[src/psm_map.vh]
// Notes on behaviour
// - port 0 is plain I/O in single-chip mode, low data byte when bus on.
// - port 1 carries the high data byte only with a 16-bit external bus.
// - port 2 drives low address byte whenever the external bus is on.
// - port 3 drives middle address byte only with bus on and address chosen.
// - port 4 drives upper address lines only with bus on and address chosen.
// - timer input enabled feeds upper five port 4 levels to reload timers.
// - pin 50 drives bus clock only with bus on and clock output enabled.
// - pin 51 is ready input only with bus on and ready enabled.
// - hold on: pin 53 takes hold request, pin 52 drives hold acknowledge.
// - high write strobe needs bus on, 16-bit width and strobe enabled.
// - low write strobe needs bus on and strobe enabled.
// - pin 56 drives read strobe whenever external bus is on.
// - pin 57 feeds RAM write lock and stays general I/O always.
// - ports 6 and 9 select open-drain I/O or analog input per pin.
// - port 7 drives compare outputs when compare output is enabled.
// - port 8 pins 0..5 drive reload timer outputs when enabled.
// - port 8 pins 6,7 drive pulse generator outputs when selected.
// - port A pins 1..4 carry pulse-width output or input, I/O valid while not outputting.
// - port A pins 0..3 feed capture unit while port I/O stays valid.
// - port A pins 5,6 feed interrupt requests when enabled, I/O still valid.
`ifndef PSM_MAP_VH
`define PSM_MAP_VH

// register offsets (byte addresses)
`define PSM_OFF_CTRL    8'h00
`define PSM_OFF_ANA     8'h04
`define PSM_OFF_IRQEN   8'h08
`define PSM_BASE_DATA   2'b01
`define PSM_BASE_DIR    2'b10
`define PSM_BASE_PIN    2'b11
`define PSM_NPORT       4'hb

// control register fields
`define PSM_C_EXT       0
`define PSM_C_BUS16     1
`define PSM_C_MID       2
`define PSM_C_HI        3
`define PSM_C_CLK       4
`define PSM_C_RDY       5
`define PSM_C_HOLD      6
`define PSM_C_WRH       7
`define PSM_C_WRL       8
`define PSM_C_TIN       9
`define PSM_C_CMP       10
`define PSM_C_RT        11
`define PSM_C_PPG       12
`define PSM_C_W         13

// reset values
`define PSM_CTRL_RST    13'h0000
`define PSM_ANA_RST     16'h0000
`define PSM_IRQ_RST     7'h00
`define PSM_PORT_RST    8'h00

// pin base of each port on the pad buses
`define PSM_B0          0
`define PSM_B1          8
`define PSM_B2          16
`define PSM_B3          24
`define PSM_B4          32
`define PSM_B5          40
`define PSM_B6          48
`define PSM_B7          56
`define PSM_B8          64
`define PSM_B9          72
`define PSM_BA          80
`define PSM_NPIN        88

`endif

[src/psm_top.v]
// The placing of the registers and register access over APB were left to the implementer.
`timescale 1ns/1ps
`include "psm_map.vh"
module psm_top (
   // apb slave
   input  wire        pclk,
   input  wire        presetn,
   input  wire        psel,
   input  wire        penable,
   input  wire        pwrite,
   input  wire [7:0]  paddr,
   input  wire [31:0] pwdata,
   output wire [31:0] prdata,
   output wire        pready,
   output wire        pslverr,
   // pads
   input  wire [87:0] pad_in,
   output wire [87:0] pad_out,
   output wire [87:0] pad_oe,
   // external bus controller side
   input  wire [7:0]  bus_low_byte_out,
   input  wire [7:0]  bus_low_byte_oe,
   input  wire [7:0]  bus_high_byte_out,
   input  wire [7:0]  bus_high_byte_oe,
   input  wire [7:0]  addr_low_byte,
   input  wire [7:0]  addr_mid_byte,
   input  wire [2:0]  addr_upper_lines_a,
   input  wire [4:0]  addr_upper_lines_b,
   input  wire        bus_clk_out,
   input  wire        read_strobe_n,
   input  wire        write_strobe_hi_n,
   input  wire        write_strobe_lo_n,
   input  wire        hold_ack_out,
   output wire [7:0]  bus_low_byte_in,
   output wire [7:0]  bus_high_byte_in,
   output wire        bus_ready_in,
   output wire        hold_request_in,
   output wire        ram_lock_request,
   // timer, compare and capture side
   input  wire [7:0]  compare_out,
   input  wire [5:0]  reload_timer_out,
   input  wire [1:0]  pulse_gen_out,
   input  wire [3:0]  pulse_width_out,
   input  wire [3:0]  pulse_width_out_act,
   output wire [4:0]  reload_timer_in,
   output wire [3:0]  capture_in,
   output wire [3:0]  pulse_width_in,
   output wire [1:0]  ext_irq_in_lower,
   output wire [4:0]  ext_irq_in_upper,
   // converter channel enables
   output wire [7:0]  analog_in_group_a,
   output wire [7:0]  analog_in_group_b,
   // mode status
   output wire        ext_bus_mode
);
   // configuration state
   reg  [12:0] ctrl_reg;
   reg  [15:0] ana_reg;
   reg  [6:0]  irqen_reg;
   reg  [7:0]  data_reg [0:10];
   reg  [7:0]  dir_reg  [0:10];
   // apb answer state
   reg  [31:0] prdata_reg;
   reg  [31:0] prdata_next;
   reg         pready_reg;
   reg         pslverr_reg;
   reg         pslverr_next;
   // pad and peripheral outputs
   reg  [87:0] pad_out_reg;
   reg  [87:0] pad_oe_reg;
   wire [87:0] pad_out_next;
   wire [87:0] pad_oe_next;
   reg  [7:0]  lo_in_reg;
   reg  [7:0]  hi_in_reg;
   reg         rdy_reg;
   reg         hrq_reg;
   reg         lock_reg;
   reg  [4:0]  tin_reg;
   reg  [3:0]  cap_reg;
   reg  [3:0]  pwc_reg;
   reg  [1:0]  irq_lo_reg;
   reg  [4:0]  irq_hi_reg;
   reg  [15:0] ana_out_reg;
   reg         ext_reg;
   // alternate function selection
   reg  [87:0] alt_sel;
   reg  [87:0] alt_out;
   reg  [87:0] alt_oe;
   wire [87:0] pin_lvl;
   wire [3:0]  reg_idx;
   wire [1:0]  reg_grp;
   wire        idx_ok;
   wire        wr_ok;
   wire        ext;
   wire        bus16;
   integer     k;

   // pad levels are asynchronous, synchronise before use
   psm_sync #(
      .WIDTH   (`PSM_NPIN)
   ) u_pad_sync (
      .pclk    (pclk),
      .presetn (presetn),
      .d_in    (pad_in),
      .d_out   (pin_lvl)
   );

   // register decode
   assign reg_grp = paddr[7:6];
   assign reg_idx = paddr[5:2];
   assign idx_ok  = (reg_idx < `PSM_NPORT) && (paddr[1:0] == 2'b00);
   assign wr_ok   = psel & penable & pready_reg & pwrite;
   assign ext     = ctrl_reg[`PSM_C_EXT];
   assign bus16   = ctrl_reg[`PSM_C_BUS16];

   // read data and error for the addressed register
   always @* begin
      prdata_next  = 32'h0000_0000;
      pslverr_next = 1'b0;
      if (reg_grp == 2'b00) begin
         case (paddr)
            `PSM_OFF_CTRL:  prdata_next = {19'h00000, ctrl_reg};
            `PSM_OFF_ANA:   prdata_next = {16'h0000, ana_reg};
            `PSM_OFF_IRQEN: prdata_next = {25'h0000000, irqen_reg};
            default:        pslverr_next = 1'b1;
         endcase
      end else if (!idx_ok) begin
         pslverr_next = 1'b1;
      end else begin
         case (reg_grp)
            `PSM_BASE_DATA: prdata_next = {24'h000000, data_reg[reg_idx]};
            `PSM_BASE_DIR:  prdata_next = {24'h000000, dir_reg[reg_idx]};
            // pin levels, sampled whatever function owns the pin
            `PSM_BASE_PIN:  prdata_next =
                               {24'h000000, pin_lvl[{reg_idx, 3'b000} +: 8]};
            default:        prdata_next = 32'h0000_0000;
         endcase
      end
   end

   // apb handshake: one wait-free access cycle after setup
   always @(posedge pclk or negedge presetn) begin
      if (!presetn) begin
         pready_reg  <= 1'b0;
         prdata_reg  <= 32'h0000_0000;
         pslverr_reg <= 1'b0;
      end else begin
         pready_reg <= psel & ~penable & ~pready_reg;
         if (psel & ~penable) begin
            prdata_reg  <= pwrite ? 32'h0000_0000 : prdata_next;
            // error only where ready rises with it
            pslverr_reg <= pslverr_next & ~pready_reg;
         end else if (pready_reg) begin
            pslverr_reg <= 1'b0;
         end
      end
   end

   // configuration writes, ignored on error
   always @(posedge pclk or negedge presetn) begin
      if (!presetn) begin
         ctrl_reg  <= `PSM_CTRL_RST;
         ana_reg   <= `PSM_ANA_RST;
         irqen_reg <= `PSM_IRQ_RST;
         for (k = 0; k < 11; k = k + 1) begin
            data_reg[k] <= `PSM_PORT_RST;
            dir_reg[k]  <= `PSM_PORT_RST;
         end
      end else if (wr_ok && !pslverr_reg) begin
         if (reg_grp == 2'b00) begin
            case (paddr)
               `PSM_OFF_CTRL:  ctrl_reg  <= pwdata[12:0];
               `PSM_OFF_ANA:   ana_reg   <= pwdata[15:0];
               `PSM_OFF_IRQEN: irqen_reg <= pwdata[6:0];
               default:        ctrl_reg  <= ctrl_reg;
            endcase
         end else if (reg_grp == `PSM_BASE_DATA) begin
            data_reg[reg_idx] <= pwdata[7:0];
         end else if (reg_grp == `PSM_BASE_DIR) begin
            dir_reg[reg_idx] <= pwdata[7:0];
         end
      end
   end

   // alternate functions claiming pins
   always @* begin
      alt_sel = {`PSM_NPIN{1'b0}};
      alt_out = {`PSM_NPIN{1'b0}};
      alt_oe  = {`PSM_NPIN{1'b0}};
      if (ext) begin
         // low data byte
         alt_sel[`PSM_B0+7:`PSM_B0] = 8'hff;
         alt_out[`PSM_B0+7:`PSM_B0] = bus_low_byte_out;
         alt_oe[`PSM_B0+7:`PSM_B0]  = bus_low_byte_oe;
         // low address byte
         alt_sel[`PSM_B2+7:`PSM_B2] = 8'hff;
         alt_out[`PSM_B2+7:`PSM_B2] = addr_low_byte;
         alt_oe[`PSM_B2+7:`PSM_B2]  = 8'hff;
         // read strobe
         alt_sel[`PSM_B5+6] = 1'b1;
         alt_out[`PSM_B5+6] = read_strobe_n;
         alt_oe[`PSM_B5+6]  = 1'b1;
      end
      if (ext && bus16) begin
         alt_sel[`PSM_B1+7:`PSM_B1] = 8'hff;
         alt_out[`PSM_B1+7:`PSM_B1] = bus_high_byte_out;
         alt_oe[`PSM_B1+7:`PSM_B1]  = bus_high_byte_oe;
      end
      if (ext && ctrl_reg[`PSM_C_MID]) begin
         alt_sel[`PSM_B3+7:`PSM_B3] = 8'hff;
         alt_out[`PSM_B3+7:`PSM_B3] = addr_mid_byte;
         alt_oe[`PSM_B3+7:`PSM_B3]  = 8'hff;
      end
      if (ext && ctrl_reg[`PSM_C_HI]) begin
         alt_sel[`PSM_B4+7:`PSM_B4] = 8'hff;
         alt_out[`PSM_B4+7:`PSM_B4] = {addr_upper_lines_b, addr_upper_lines_a};
         alt_oe[`PSM_B4+7:`PSM_B4]  = 8'hff;
      end
      if (ext && ctrl_reg[`PSM_C_CLK]) begin
         alt_sel[`PSM_B5+0] = 1'b1;
         alt_out[`PSM_B5+0] = bus_clk_out;
         alt_oe[`PSM_B5+0]  = 1'b1;
      end
      if (ext && ctrl_reg[`PSM_C_RDY]) begin
         alt_sel[`PSM_B5+1] = 1'b1;
      end
      if (ext && ctrl_reg[`PSM_C_HOLD]) begin
         alt_sel[`PSM_B5+2] = 1'b1;
         alt_out[`PSM_B5+2] = hold_ack_out;
         alt_oe[`PSM_B5+2]  = 1'b1;
         alt_sel[`PSM_B5+3] = 1'b1;
      end
      if (ext && bus16 && ctrl_reg[`PSM_C_WRH]) begin
         alt_sel[`PSM_B5+4] = 1'b1;
         alt_out[`PSM_B5+4] = write_strobe_hi_n;
         alt_oe[`PSM_B5+4]  = 1'b1;
      end
      if (ext && ctrl_reg[`PSM_C_WRL]) begin
         alt_sel[`PSM_B5+5] = 1'b1;
         alt_out[`PSM_B5+5] = write_strobe_lo_n;
         alt_oe[`PSM_B5+5]  = 1'b1;
      end
      if (ctrl_reg[`PSM_C_CMP]) begin
         alt_sel[`PSM_B7+7:`PSM_B7] = 8'hff;
         alt_out[`PSM_B7+7:`PSM_B7] = compare_out;
         alt_oe[`PSM_B7+7:`PSM_B7]  = 8'hff;
      end
      if (ctrl_reg[`PSM_C_RT]) begin
         alt_sel[`PSM_B8+5:`PSM_B8] = 6'h3f;
         alt_out[`PSM_B8+5:`PSM_B8] = reload_timer_out;
         alt_oe[`PSM_B8+5:`PSM_B8]  = 6'h3f;
      end
      if (ctrl_reg[`PSM_C_PPG]) begin
         alt_sel[`PSM_B8+7:`PSM_B8+6] = 2'h3;
         alt_out[`PSM_B8+7:`PSM_B8+6] = pulse_gen_out;
         alt_oe[`PSM_B8+7:`PSM_B8+6]  = 2'h3;
      end
      // pulse-width outputs only while that channel is outputting
      alt_sel[`PSM_BA+4:`PSM_BA+1] = pulse_width_out_act;
      alt_out[`PSM_BA+4:`PSM_BA+1] = pulse_width_out;
      alt_oe[`PSM_BA+4:`PSM_BA+1]  = pulse_width_out_act;
   end

   // per pin: general port or alternate function
   genvar i;
   generate
      for (i = 0; i < `PSM_NPIN; i = i + 1) begin : g_pin
         if ((i / 8 == 6) || (i / 8 == 9)) begin : g_od
            // open-drain port, released when used as analog input
            wire ana_on;
            assign ana_on = ana_reg[(i / 8 == 9 ? 8 : 0) + i % 8];
            assign pad_out_next[i] = 1'b0;
            assign pad_oe_next[i]  = ~ana_on & dir_reg[i / 8][i % 8] &
                                     ~data_reg[i / 8][i % 8];
         end else begin : g_cmos
            assign pad_out_next[i] = alt_sel[i] ? alt_out[i] :
                                     data_reg[i / 8][i % 8];
            assign pad_oe_next[i]  = alt_sel[i] ? alt_oe[i] :
                                     dir_reg[i / 8][i % 8];
         end
      end
   endgenerate

   // registered pad drive
   always @(posedge pclk or negedge presetn) begin
      if (!presetn) begin
         pad_out_reg <= {`PSM_NPIN{1'b0}};
         pad_oe_reg  <= {`PSM_NPIN{1'b0}};
      end else begin
         pad_out_reg <= pad_out_next;
         pad_oe_reg  <= pad_oe_next;
      end
   end

   // registered peripheral inputs from synchronised pin levels, analog enables and mode from registers
   always @(posedge pclk or negedge presetn) begin
      if (!presetn) begin
         lo_in_reg   <= 8'h00;
         hi_in_reg   <= 8'h00;
         rdy_reg     <= 1'b1;
         hrq_reg     <= 1'b0;
         lock_reg    <= 1'b0;
         tin_reg     <= 5'h00;
         cap_reg     <= 4'h0;
         pwc_reg     <= 4'h0;
         irq_lo_reg  <= 2'h0;
         irq_hi_reg  <= 5'h00;
         ana_out_reg <= 16'h0000;
         ext_reg     <= 1'b0;
      end else begin
         lo_in_reg <= ext ? pin_lvl[`PSM_B0+7:`PSM_B0] : 8'h00;
         hi_in_reg <= (ext && bus16) ?
                      pin_lvl[`PSM_B1+7:`PSM_B1] : 8'h00;
         // ready reads as ready when its pin is a port
         rdy_reg   <= (ext && ctrl_reg[`PSM_C_RDY]) ?
                      pin_lvl[`PSM_B5+1] : 1'b1;
         hrq_reg   <= ext & ctrl_reg[`PSM_C_HOLD] & pin_lvl[`PSM_B5+3];
         lock_reg  <= pin_lvl[`PSM_B5+7];
         tin_reg   <= ctrl_reg[`PSM_C_TIN] ?
                      pin_lvl[`PSM_B4+7:`PSM_B4+3] : 5'h00;
         cap_reg   <= pin_lvl[`PSM_BA+3:`PSM_BA];
         pwc_reg   <= pin_lvl[`PSM_BA+4:`PSM_BA+1] & ~pulse_width_out_act;
         // enabled interrupt pins are watched every cycle
         irq_lo_reg <= irqen_reg[1:0] & pin_lvl[`PSM_BA+6:`PSM_BA+5];
         irq_hi_reg <= irqen_reg[6:2] & pin_lvl[`PSM_B4+7:`PSM_B4+3];
         ana_out_reg <= ana_reg;
         ext_reg     <= ext;
      end
   end

   // outputs straight from flip-flops
   assign prdata            = prdata_reg;
   assign pready            = pready_reg;
   assign pslverr           = pslverr_reg;
   assign pad_out           = pad_out_reg;
   assign pad_oe            = pad_oe_reg;
   assign bus_low_byte_in   = lo_in_reg;
   assign bus_high_byte_in  = hi_in_reg;
   assign bus_ready_in      = rdy_reg;
   assign hold_request_in   = hrq_reg;
   assign ram_lock_request  = lock_reg;
   assign reload_timer_in   = tin_reg;
   assign capture_in        = cap_reg;
   assign pulse_width_in    = pwc_reg;
   assign ext_irq_in_lower  = irq_lo_reg;
   assign ext_irq_in_upper  = irq_hi_reg;
   assign analog_in_group_a = ana_out_reg[7:0];
   assign analog_in_group_b = ana_out_reg[15:8];
   assign ext_bus_mode      = ext_reg;
endmodule // psm_top

[src/psm_sync.v]
`timescale 1ns/1ps
module psm_sync #(
   parameter WIDTH = 1
) (
   // clock and reset
   input  wire             pclk,
   input  wire             presetn,
   // levels
   input  wire [WIDTH-1:0] d_in,
   output wire [WIDTH-1:0] d_out
);
   reg [WIDTH-1:0] meta_reg;
   reg [WIDTH-1:0] sync_reg;

   // two-stage synchroniser, first stage read only by second
   always @(posedge pclk or negedge presetn) begin
      if (!presetn) begin
         meta_reg <= {WIDTH{1'b0}};
         sync_reg <= {WIDTH{1'b0}};
      end else begin
         meta_reg <= d_in;
         sync_reg <= meta_reg;
      end
   end

   assign d_out = sync_reg;
endmodule // psm_sync

[config.mk]
export PLATFORM = sky130hd
export DESIGN_NAME = psm_top
export DESIGN_NICKNAME = d
export VERILOG_FILES = /design/src/psm_top.v /design/src/psm_sync.v
export VERILOG_INCLUDE_DIRS = /design/src
export SDC_FILE = /design/constraint.sdc
export NUM_CORES = 1
export LEC_CHECK = 0
export ABC_AREA = 0
export BUFFER_PORTS_ARGS = -buffer_cell sky130_fd_sc_hd__buf_2
export CORE_MARGIN = 2
export CORE_UTILIZATION = 54
export CTS_CLUSTER_DIAMETER = 120
export DETAILED_ROUTE_END_ITERATION = 10
export GPL_TIMING_DRIVEN = 0
export PLACE_DENSITY = 0.79
export SYNTH_ARGS = -nofsm -noshare
export SYNTH_HDL_FRONTEND = slang
export SYNTH_SLANG_ARGS = --single-unit
[constraint.sdc]
create_clock -name pclk -period 2.3 [get_ports pclk]
set_input_delay 0.115 -clock pclk [delete_from_list [all_inputs] [get_ports pclk]]
set_output_delay 0.115 -clock pclk [all_outputs]
set_load 0.01 [all_outputs]
# Yosys cells after proc, flatten, opt, wreduce, memory -nomap -nowiden
# Index checks and enable logic that the tools add are counted.
dict set report classes {
  magnitude_cmp 3
  mux 187
  reduce_logical 22
  n_addsub 0
  shifts 1
  mul 0
  n_div 0
  bitwise_logic 81
  eq_ne 5
}
# op n
set op_table {}
lappend op_table {{$bwmux 88} 2}
lappend op_table {{$mux 8} 20}
lappend op_table {{$mux 1} 151}
lappend op_table {{$mux 32} 3}
lappend op_table {{$shiftx 88x8->8} 1}
lappend op_table {{$bmux 8 s4} 2}
lappend op_table {{$pmux 16 s3} 1}
lappend op_table {{$and 1x1->1} 40}
lappend op_table {{$not 1->1} 36}
lappend op_table {{$demux 8 s4} 1}
lappend op_table {{$pmux 8 s3} 1}
lappend op_table {{$mux 6} 2}
lappend op_table {{$reduce_and 3->1} 4}
lappend op_table {{$logic_and 1x1->1} 11}
lappend op_table {{$eq 8x3->1 const B} 1}
lappend op_table {{$eq 8x4->1 const B} 1}
lappend op_table {{$logic_not 8->1} 1}
lappend op_table {{$mux 2} 3}
lappend op_table {{$and 5x5->5} 1}
lappend op_table {{$ge 5x5->1 const B} 1}
lappend op_table {{$lt 5x1->1 const B} 1}
lappend op_table {{$mux 5} 1}
lappend op_table {{$not 4->5} 1}
lappend op_table {{$and 4x4->4} 1}
lappend op_table {{10 further kinds} 12}
dict set report word_totals {
  romBits 0
  latch_bits 0
  output_inout_bits 266
  mem_count 0
  inputBits 218
  wordCells 343
  ramBits 0
  ff_bits 638
}

# Depth between registers and ports, before layout
dict set report logic_depth {
  depth_word 8
  depth_mapped 9
  ltp_nobuf 5
}

# By module
# A second synthesis with hierarchy kept.
dict set report unflattened {
  cells_unflattened 1450
  hier_area_um2 23194.7
}
# mod area_per_inst_um2 cells_per_inst seq_area_each_um2 n_inst
set modules_own_cells {}
lappend modules_own_cells {psm_top 18790.5 1274 11162.0 1}
lappend modules_own_cells {psm_sync 4404.2 176 4404.2 1}

# Worst setup path before layout
# No wires, ideal clock.
dict set report synth_path {
  path_type {register to register}
  from {register pready_reg (netlist: pready)}
  to {register dir_reg[24] (netlist bit)}
  arrival_time_ps 1977
  stages_incl_launch_ff 9
  path_slack_ps 197
  n_path_buf 3
  period_less_slack_ps 2103
  required_ps 2175
  setup_ps 125
  path_cell_list {dfrtp_1 nand4_1 or2_1 buf_6 or2_1 buf_6 or3_1 buf_6 mux2_4}
}
dict set report synth_via {
  elab_chain_len 4
}
# item line_no
set synth_rtl {}
lappend synth_rtl {{start: declaration} psm_top.v:65} ;# reg pready_reg;
lappend synth_rtl {{start signal: assignment} psm_top.v:148} ;# pready_reg <= psel & ~penable & ~pready_reg;
lappend synth_rtl {{$and 1x1->1 (2 in a row)} psm_top.v:112} ;# assign wr_ok = psel & penable & pready_reg & pwrite;
lappend synth_rtl {{$logic_and 1x1->1} psm_top.v:169} ;# end else if (wr_ok && !pslverr_reg) begin
lappend synth_rtl {{$reduce_and 4->1 (no source line)} n/a}
lappend synth_rtl {{end signal: indexed assignment} psm_top.v:167} ;# dir_reg[k] <= `PSM_PORT_RST;
lappend synth_rtl {{end signal: indexed assignment} psm_top.v:180} ;# dir_reg[reg_idx] <= pwdata[7:0];
lappend synth_rtl {{end: declaration} psm_top.v:61} ;# reg [7:0] dir_reg [0:10];
# Every way passes these cells.
# A chain may end at the register's enable or synchronous reset.

# Worst setup path after layout
dict set report layout_path {
  from {register pready_reg (netlist: pready)}
  to {register data_reg[34] (netlist bit)}
}
dict set report layout_via {
  elab_chain_len 4
}
# item line_no
set layout_rtl {}
lappend layout_rtl {{$and 1x1->1 (2 in a row)} psm_top.v:112}
lappend layout_rtl {{$logic_and 1x1->1} psm_top.v:169}
lappend layout_rtl {{$reduce_and 3->1 (no source line)} n/a}
lappend layout_rtl {{end signal: indexed assignment} psm_top.v:166} ;# data_reg[k] <= `PSM_PORT_RST;
lappend layout_rtl {{end signal: indexed assignment} psm_top.v:178} ;# data_reg[reg_idx] <= pwdata[7:0];
lappend layout_rtl {{end: declaration} psm_top.v:60} ;# reg [7:0] data_reg [0:10];
# Every way passes these cells.

==> flow_summary.yaml <==
sta:
  setup-tns-final_ps: -1830
  finalClockSkew_ps: 25.6
  slew_violations: 0
  hold_viol_final: 0
  timing.max_slew.rel_slack_pct: 32.9
  finalSetupViolations: 20
  finalWorstSetupSlack_ps: -134
  final_period_minus_worst_setup_slack_ps: 2430
  max_freq_mhz: 411
  min_period_over_period_pct: 106
  tightest_slew_ps: 1010
  grt_setup_unrepaired: "yes"
die:
  fp.dieH_um: 211
  core_area_mm2: 0.0420
  floorplan.initialDensity_pct: 54.8
  fp.dieArea_mm2: 0.0444
  top_level_ports: 484
  die_width_um: 211
  core.rowCount: 75
cts:
  ctsHtreeMaxLevel: 2
  clock_sink_count: 622
  clk_transition_reported_paths_ps: 70
  largest_buffer_count_on_any_clock_path: 3
  clk_latency_ps: 630
  cts-root-buf: "clkbuf_16"
  cts-buffers-inserted: 58
  cts_tree: "yes"
synthesis:
  postSynthRegisterBits: 622
  ranking_of_synthesized_cells_by_instance_count: "dfrtp_1 (621), mux2_2 (290), nand2_1 (59), clkbuf_1 (51), mux4_2 (45)"
  post_synth_instance_area_mm2: 0.0230
  library_cell_with_the_highest_instance_count_after_synthesis: "dfrtp_1"
  synthesis.area_per_instance_um2: 15.9
  top_reg_cell_synth: "dfrtp_1"
  number_of_unique_standard_cell_types_used_by_synthesis: 48
  synth-async-reset-ratio_pct: 100
  synth.top_cells.by_area: "dfrtp_1 (67%), mux2_2 (14%), mux4_2 (4.4%)"
  share_of_the_yosys_chip_area_belonging_to_registers_pct: 67.5
  yosys.area.top_type: "dfrtp_1"
  synth_top_area_share_pct: 67.4
  count_of_flip_flops_with_a_built_in_enable_after_synthesis: 0
  ys.warnings.count: 0
  postSynthCellCount: 1453
critical_path:
  worst_r2r_startpoint: "pready"
  timing.critical_path.cells: "nand4_1 > or3_1 > buf_2 > nor2_2 > nand2_1 > mux2_2"
  crit_path_max_delay_cell_type: "nand2_1"
  timing_worst_setup_path_type: "flop to flop"
  critPathBufInv: 1
  endpoint_kind: "flop"
  critical_path.top_delay_family: "simple AND/OR/NAND/NOR gates"
  start_kind: "flop"
  crit_arrival_ps: 2950
  worst_r2r_path_depth: 6
  cp.required_ps: 2810
  rr_endpoint: "data_reg[34]"
  critical_path.max_fanout: 8
  max_stage_delay_ps: 470
  regToRegSetupSlack_ps: -130
layout:
  multiInputGateArea_mm2: 0.00707
  layout-drive-gt1-share_pct: 44.6
  syn_to_layout_area_delta_pct: 31.8
  finish.utilization_pct: 72.3
  finalInstanceArea_mm2: 0.0304
  sequential_area_mm2: 0.0156
  fill_cells: 2628
  finalNetCount: 2403
global_routing:
  top_usage_layer: "met2"
  global_route_wire_length_before_repair_um: 113000
  globalRouteOverflowTotal: 0
  use_met2_pct: 60.1
  antenna_violations_before_repair: 1
  global_route.usage.total_pct: 35.8
  grt_util_met3_pct: 8.72
  grt_max_degree: 129
  first_global_vias: 16900
  grt.met1_usage_pct: 45.5
placed_design:
  place_hpwl_um: 53100
  number_of_port_buffers: 432
  finalWeightedCongestion: 1.01
  placement.cell_area_mm2: 0.0261
routing:
  post_drt_wl_per_cell_um: 28.1
  detailedRoute.firstPassIterationCount: 8
  antenna_left: 0
  viasPerCell: 5.67
  drtIter0Drc: 1542
  detail_route.wirelength_um: 78100
  vias: 15700
  post-route-drc-count: 0
power_and_ir_drop:
  worst_ir_drop_vdd_v: 0.000660
  total_leakage_power_nw: 15.8
  power.density_cell_area_mw_per_mm2: 773
min_path:
  holdCritPathClass: "primary input to flop"
  min_to: "prdata[14]"
  worst_min_path_start: "psel"
  holdPathStages: 4
run_status:
  status: "finished with violations"
  violated_checks: "negative setup slack"
flow_run:
  max_cap_violations: 0
## worst max path at each step
stage | from | end | slack, ps | depth (start not counted)
5_1_grt | pready | data_reg[36] | -160 | 6
3_3_place_gp | presetn | pad_out[63] | -10990 | 1
4_1_cts | pready | data_reg[45] | -90 | 6
6_report | pready | data_reg[34] | -130 | 6
2_1_floorplan | pready | dir_reg[24] | 200 | 8
3_5_place_dp | paddr[2] | data_reg[27] | -780 | 6
## worst reg2reg max path, delay by kind of cell (launching register included)
kind	cells	cell delay [ps]
DFF	1	380
buffers and inverters	1	180
muxes	1	460
and+or+nand+nor	4	1310
## where the power goes
| part | switching [mW] | leakage (nW) | internal, mW |
|---|---|---|---|
| clock network | 4.30 | 1.03 | 6.34 |
| logic | 0.872 | 6.51 | 0.658 |
| registers | 0.129 | 8.24 | 11.2 |
## cell type report
class                      instances  share of cell area, %
antenna                            1                0.00824
buffer                           110                   1.99
clock buffer                      80                   5.38
clock inverter                    28                   1.59
inverter                           3                 0.0371
multi-input combinational        749                   23.3
sequential                       622                   51.2
tap                              539                   2.22
timing repair buffer             641                   14.3
## timing repair
| action | in CTS | in global routing |
|---|---|---|
| hold buffers | 199 | 0 |
| setup buffers | 5 | 1 |
| pin swaps | 3 | 1 |
| gates resized for setup | 14 | 10 |
| endpoints found under the setup margin | 158 | 69 |
| hold endpoints to repair | 357 | 0 |
## routing by layer
layer / wire length (µm) / vias to the layer above
met4: 2630 / 2
met1: 29700 / 8246
li1: - / 6542
met5: 13 / -
met3: 6230 / 147
met2: 39400 / 788
## logic make-up (layout without fill, tap and decap cells)
family / after synthesis / after routing / synth area share (%)
mux: 378 / 378 / 20.6
compound gates: 116 / 116 / 3.59
simple gates: 223 / 223 / 5.60
other cells: 1 / 33 / 0.0163
flops: 622 / 622 / 67.5
buf+inv: 113 / 862 / 2.65
## stage by stage
| step | total power, mW | cells | worst slack, ps | hold WS, ps |
|---|---|---|---|---|
| after floorplan | 11.9 | 1484 | 197 | -181 |
| after global placement | 12.7 | 2455 | -10990 | 223 |
| after detailed placement | 12.7 | 2459 | -779 | 224 |
| after CTS | 23.4 | 2771 | -86.8 | 10.8 |
| after global routing | 24.1 | 2772 | -164 | 66.9 |
| final | 23.5 | 2773 | -134 | 71.6 |
## layout by cell type (no fill, tap or decap), drive strengths merged, types with 17 or more instances in the layout
cell / n
or2: 33
a2bb2oi: 24
conb: 32
mux2: 298
dlygate4sd3: 199
o21ai: 33
and2: 24
mux4: 45
clkbuf: 131
nand2b: 26
mux2i: 35
buf: 501
nand2: 59
dfrtp: 621
a211oi: 17
Power figures use the tool's default switching activity.
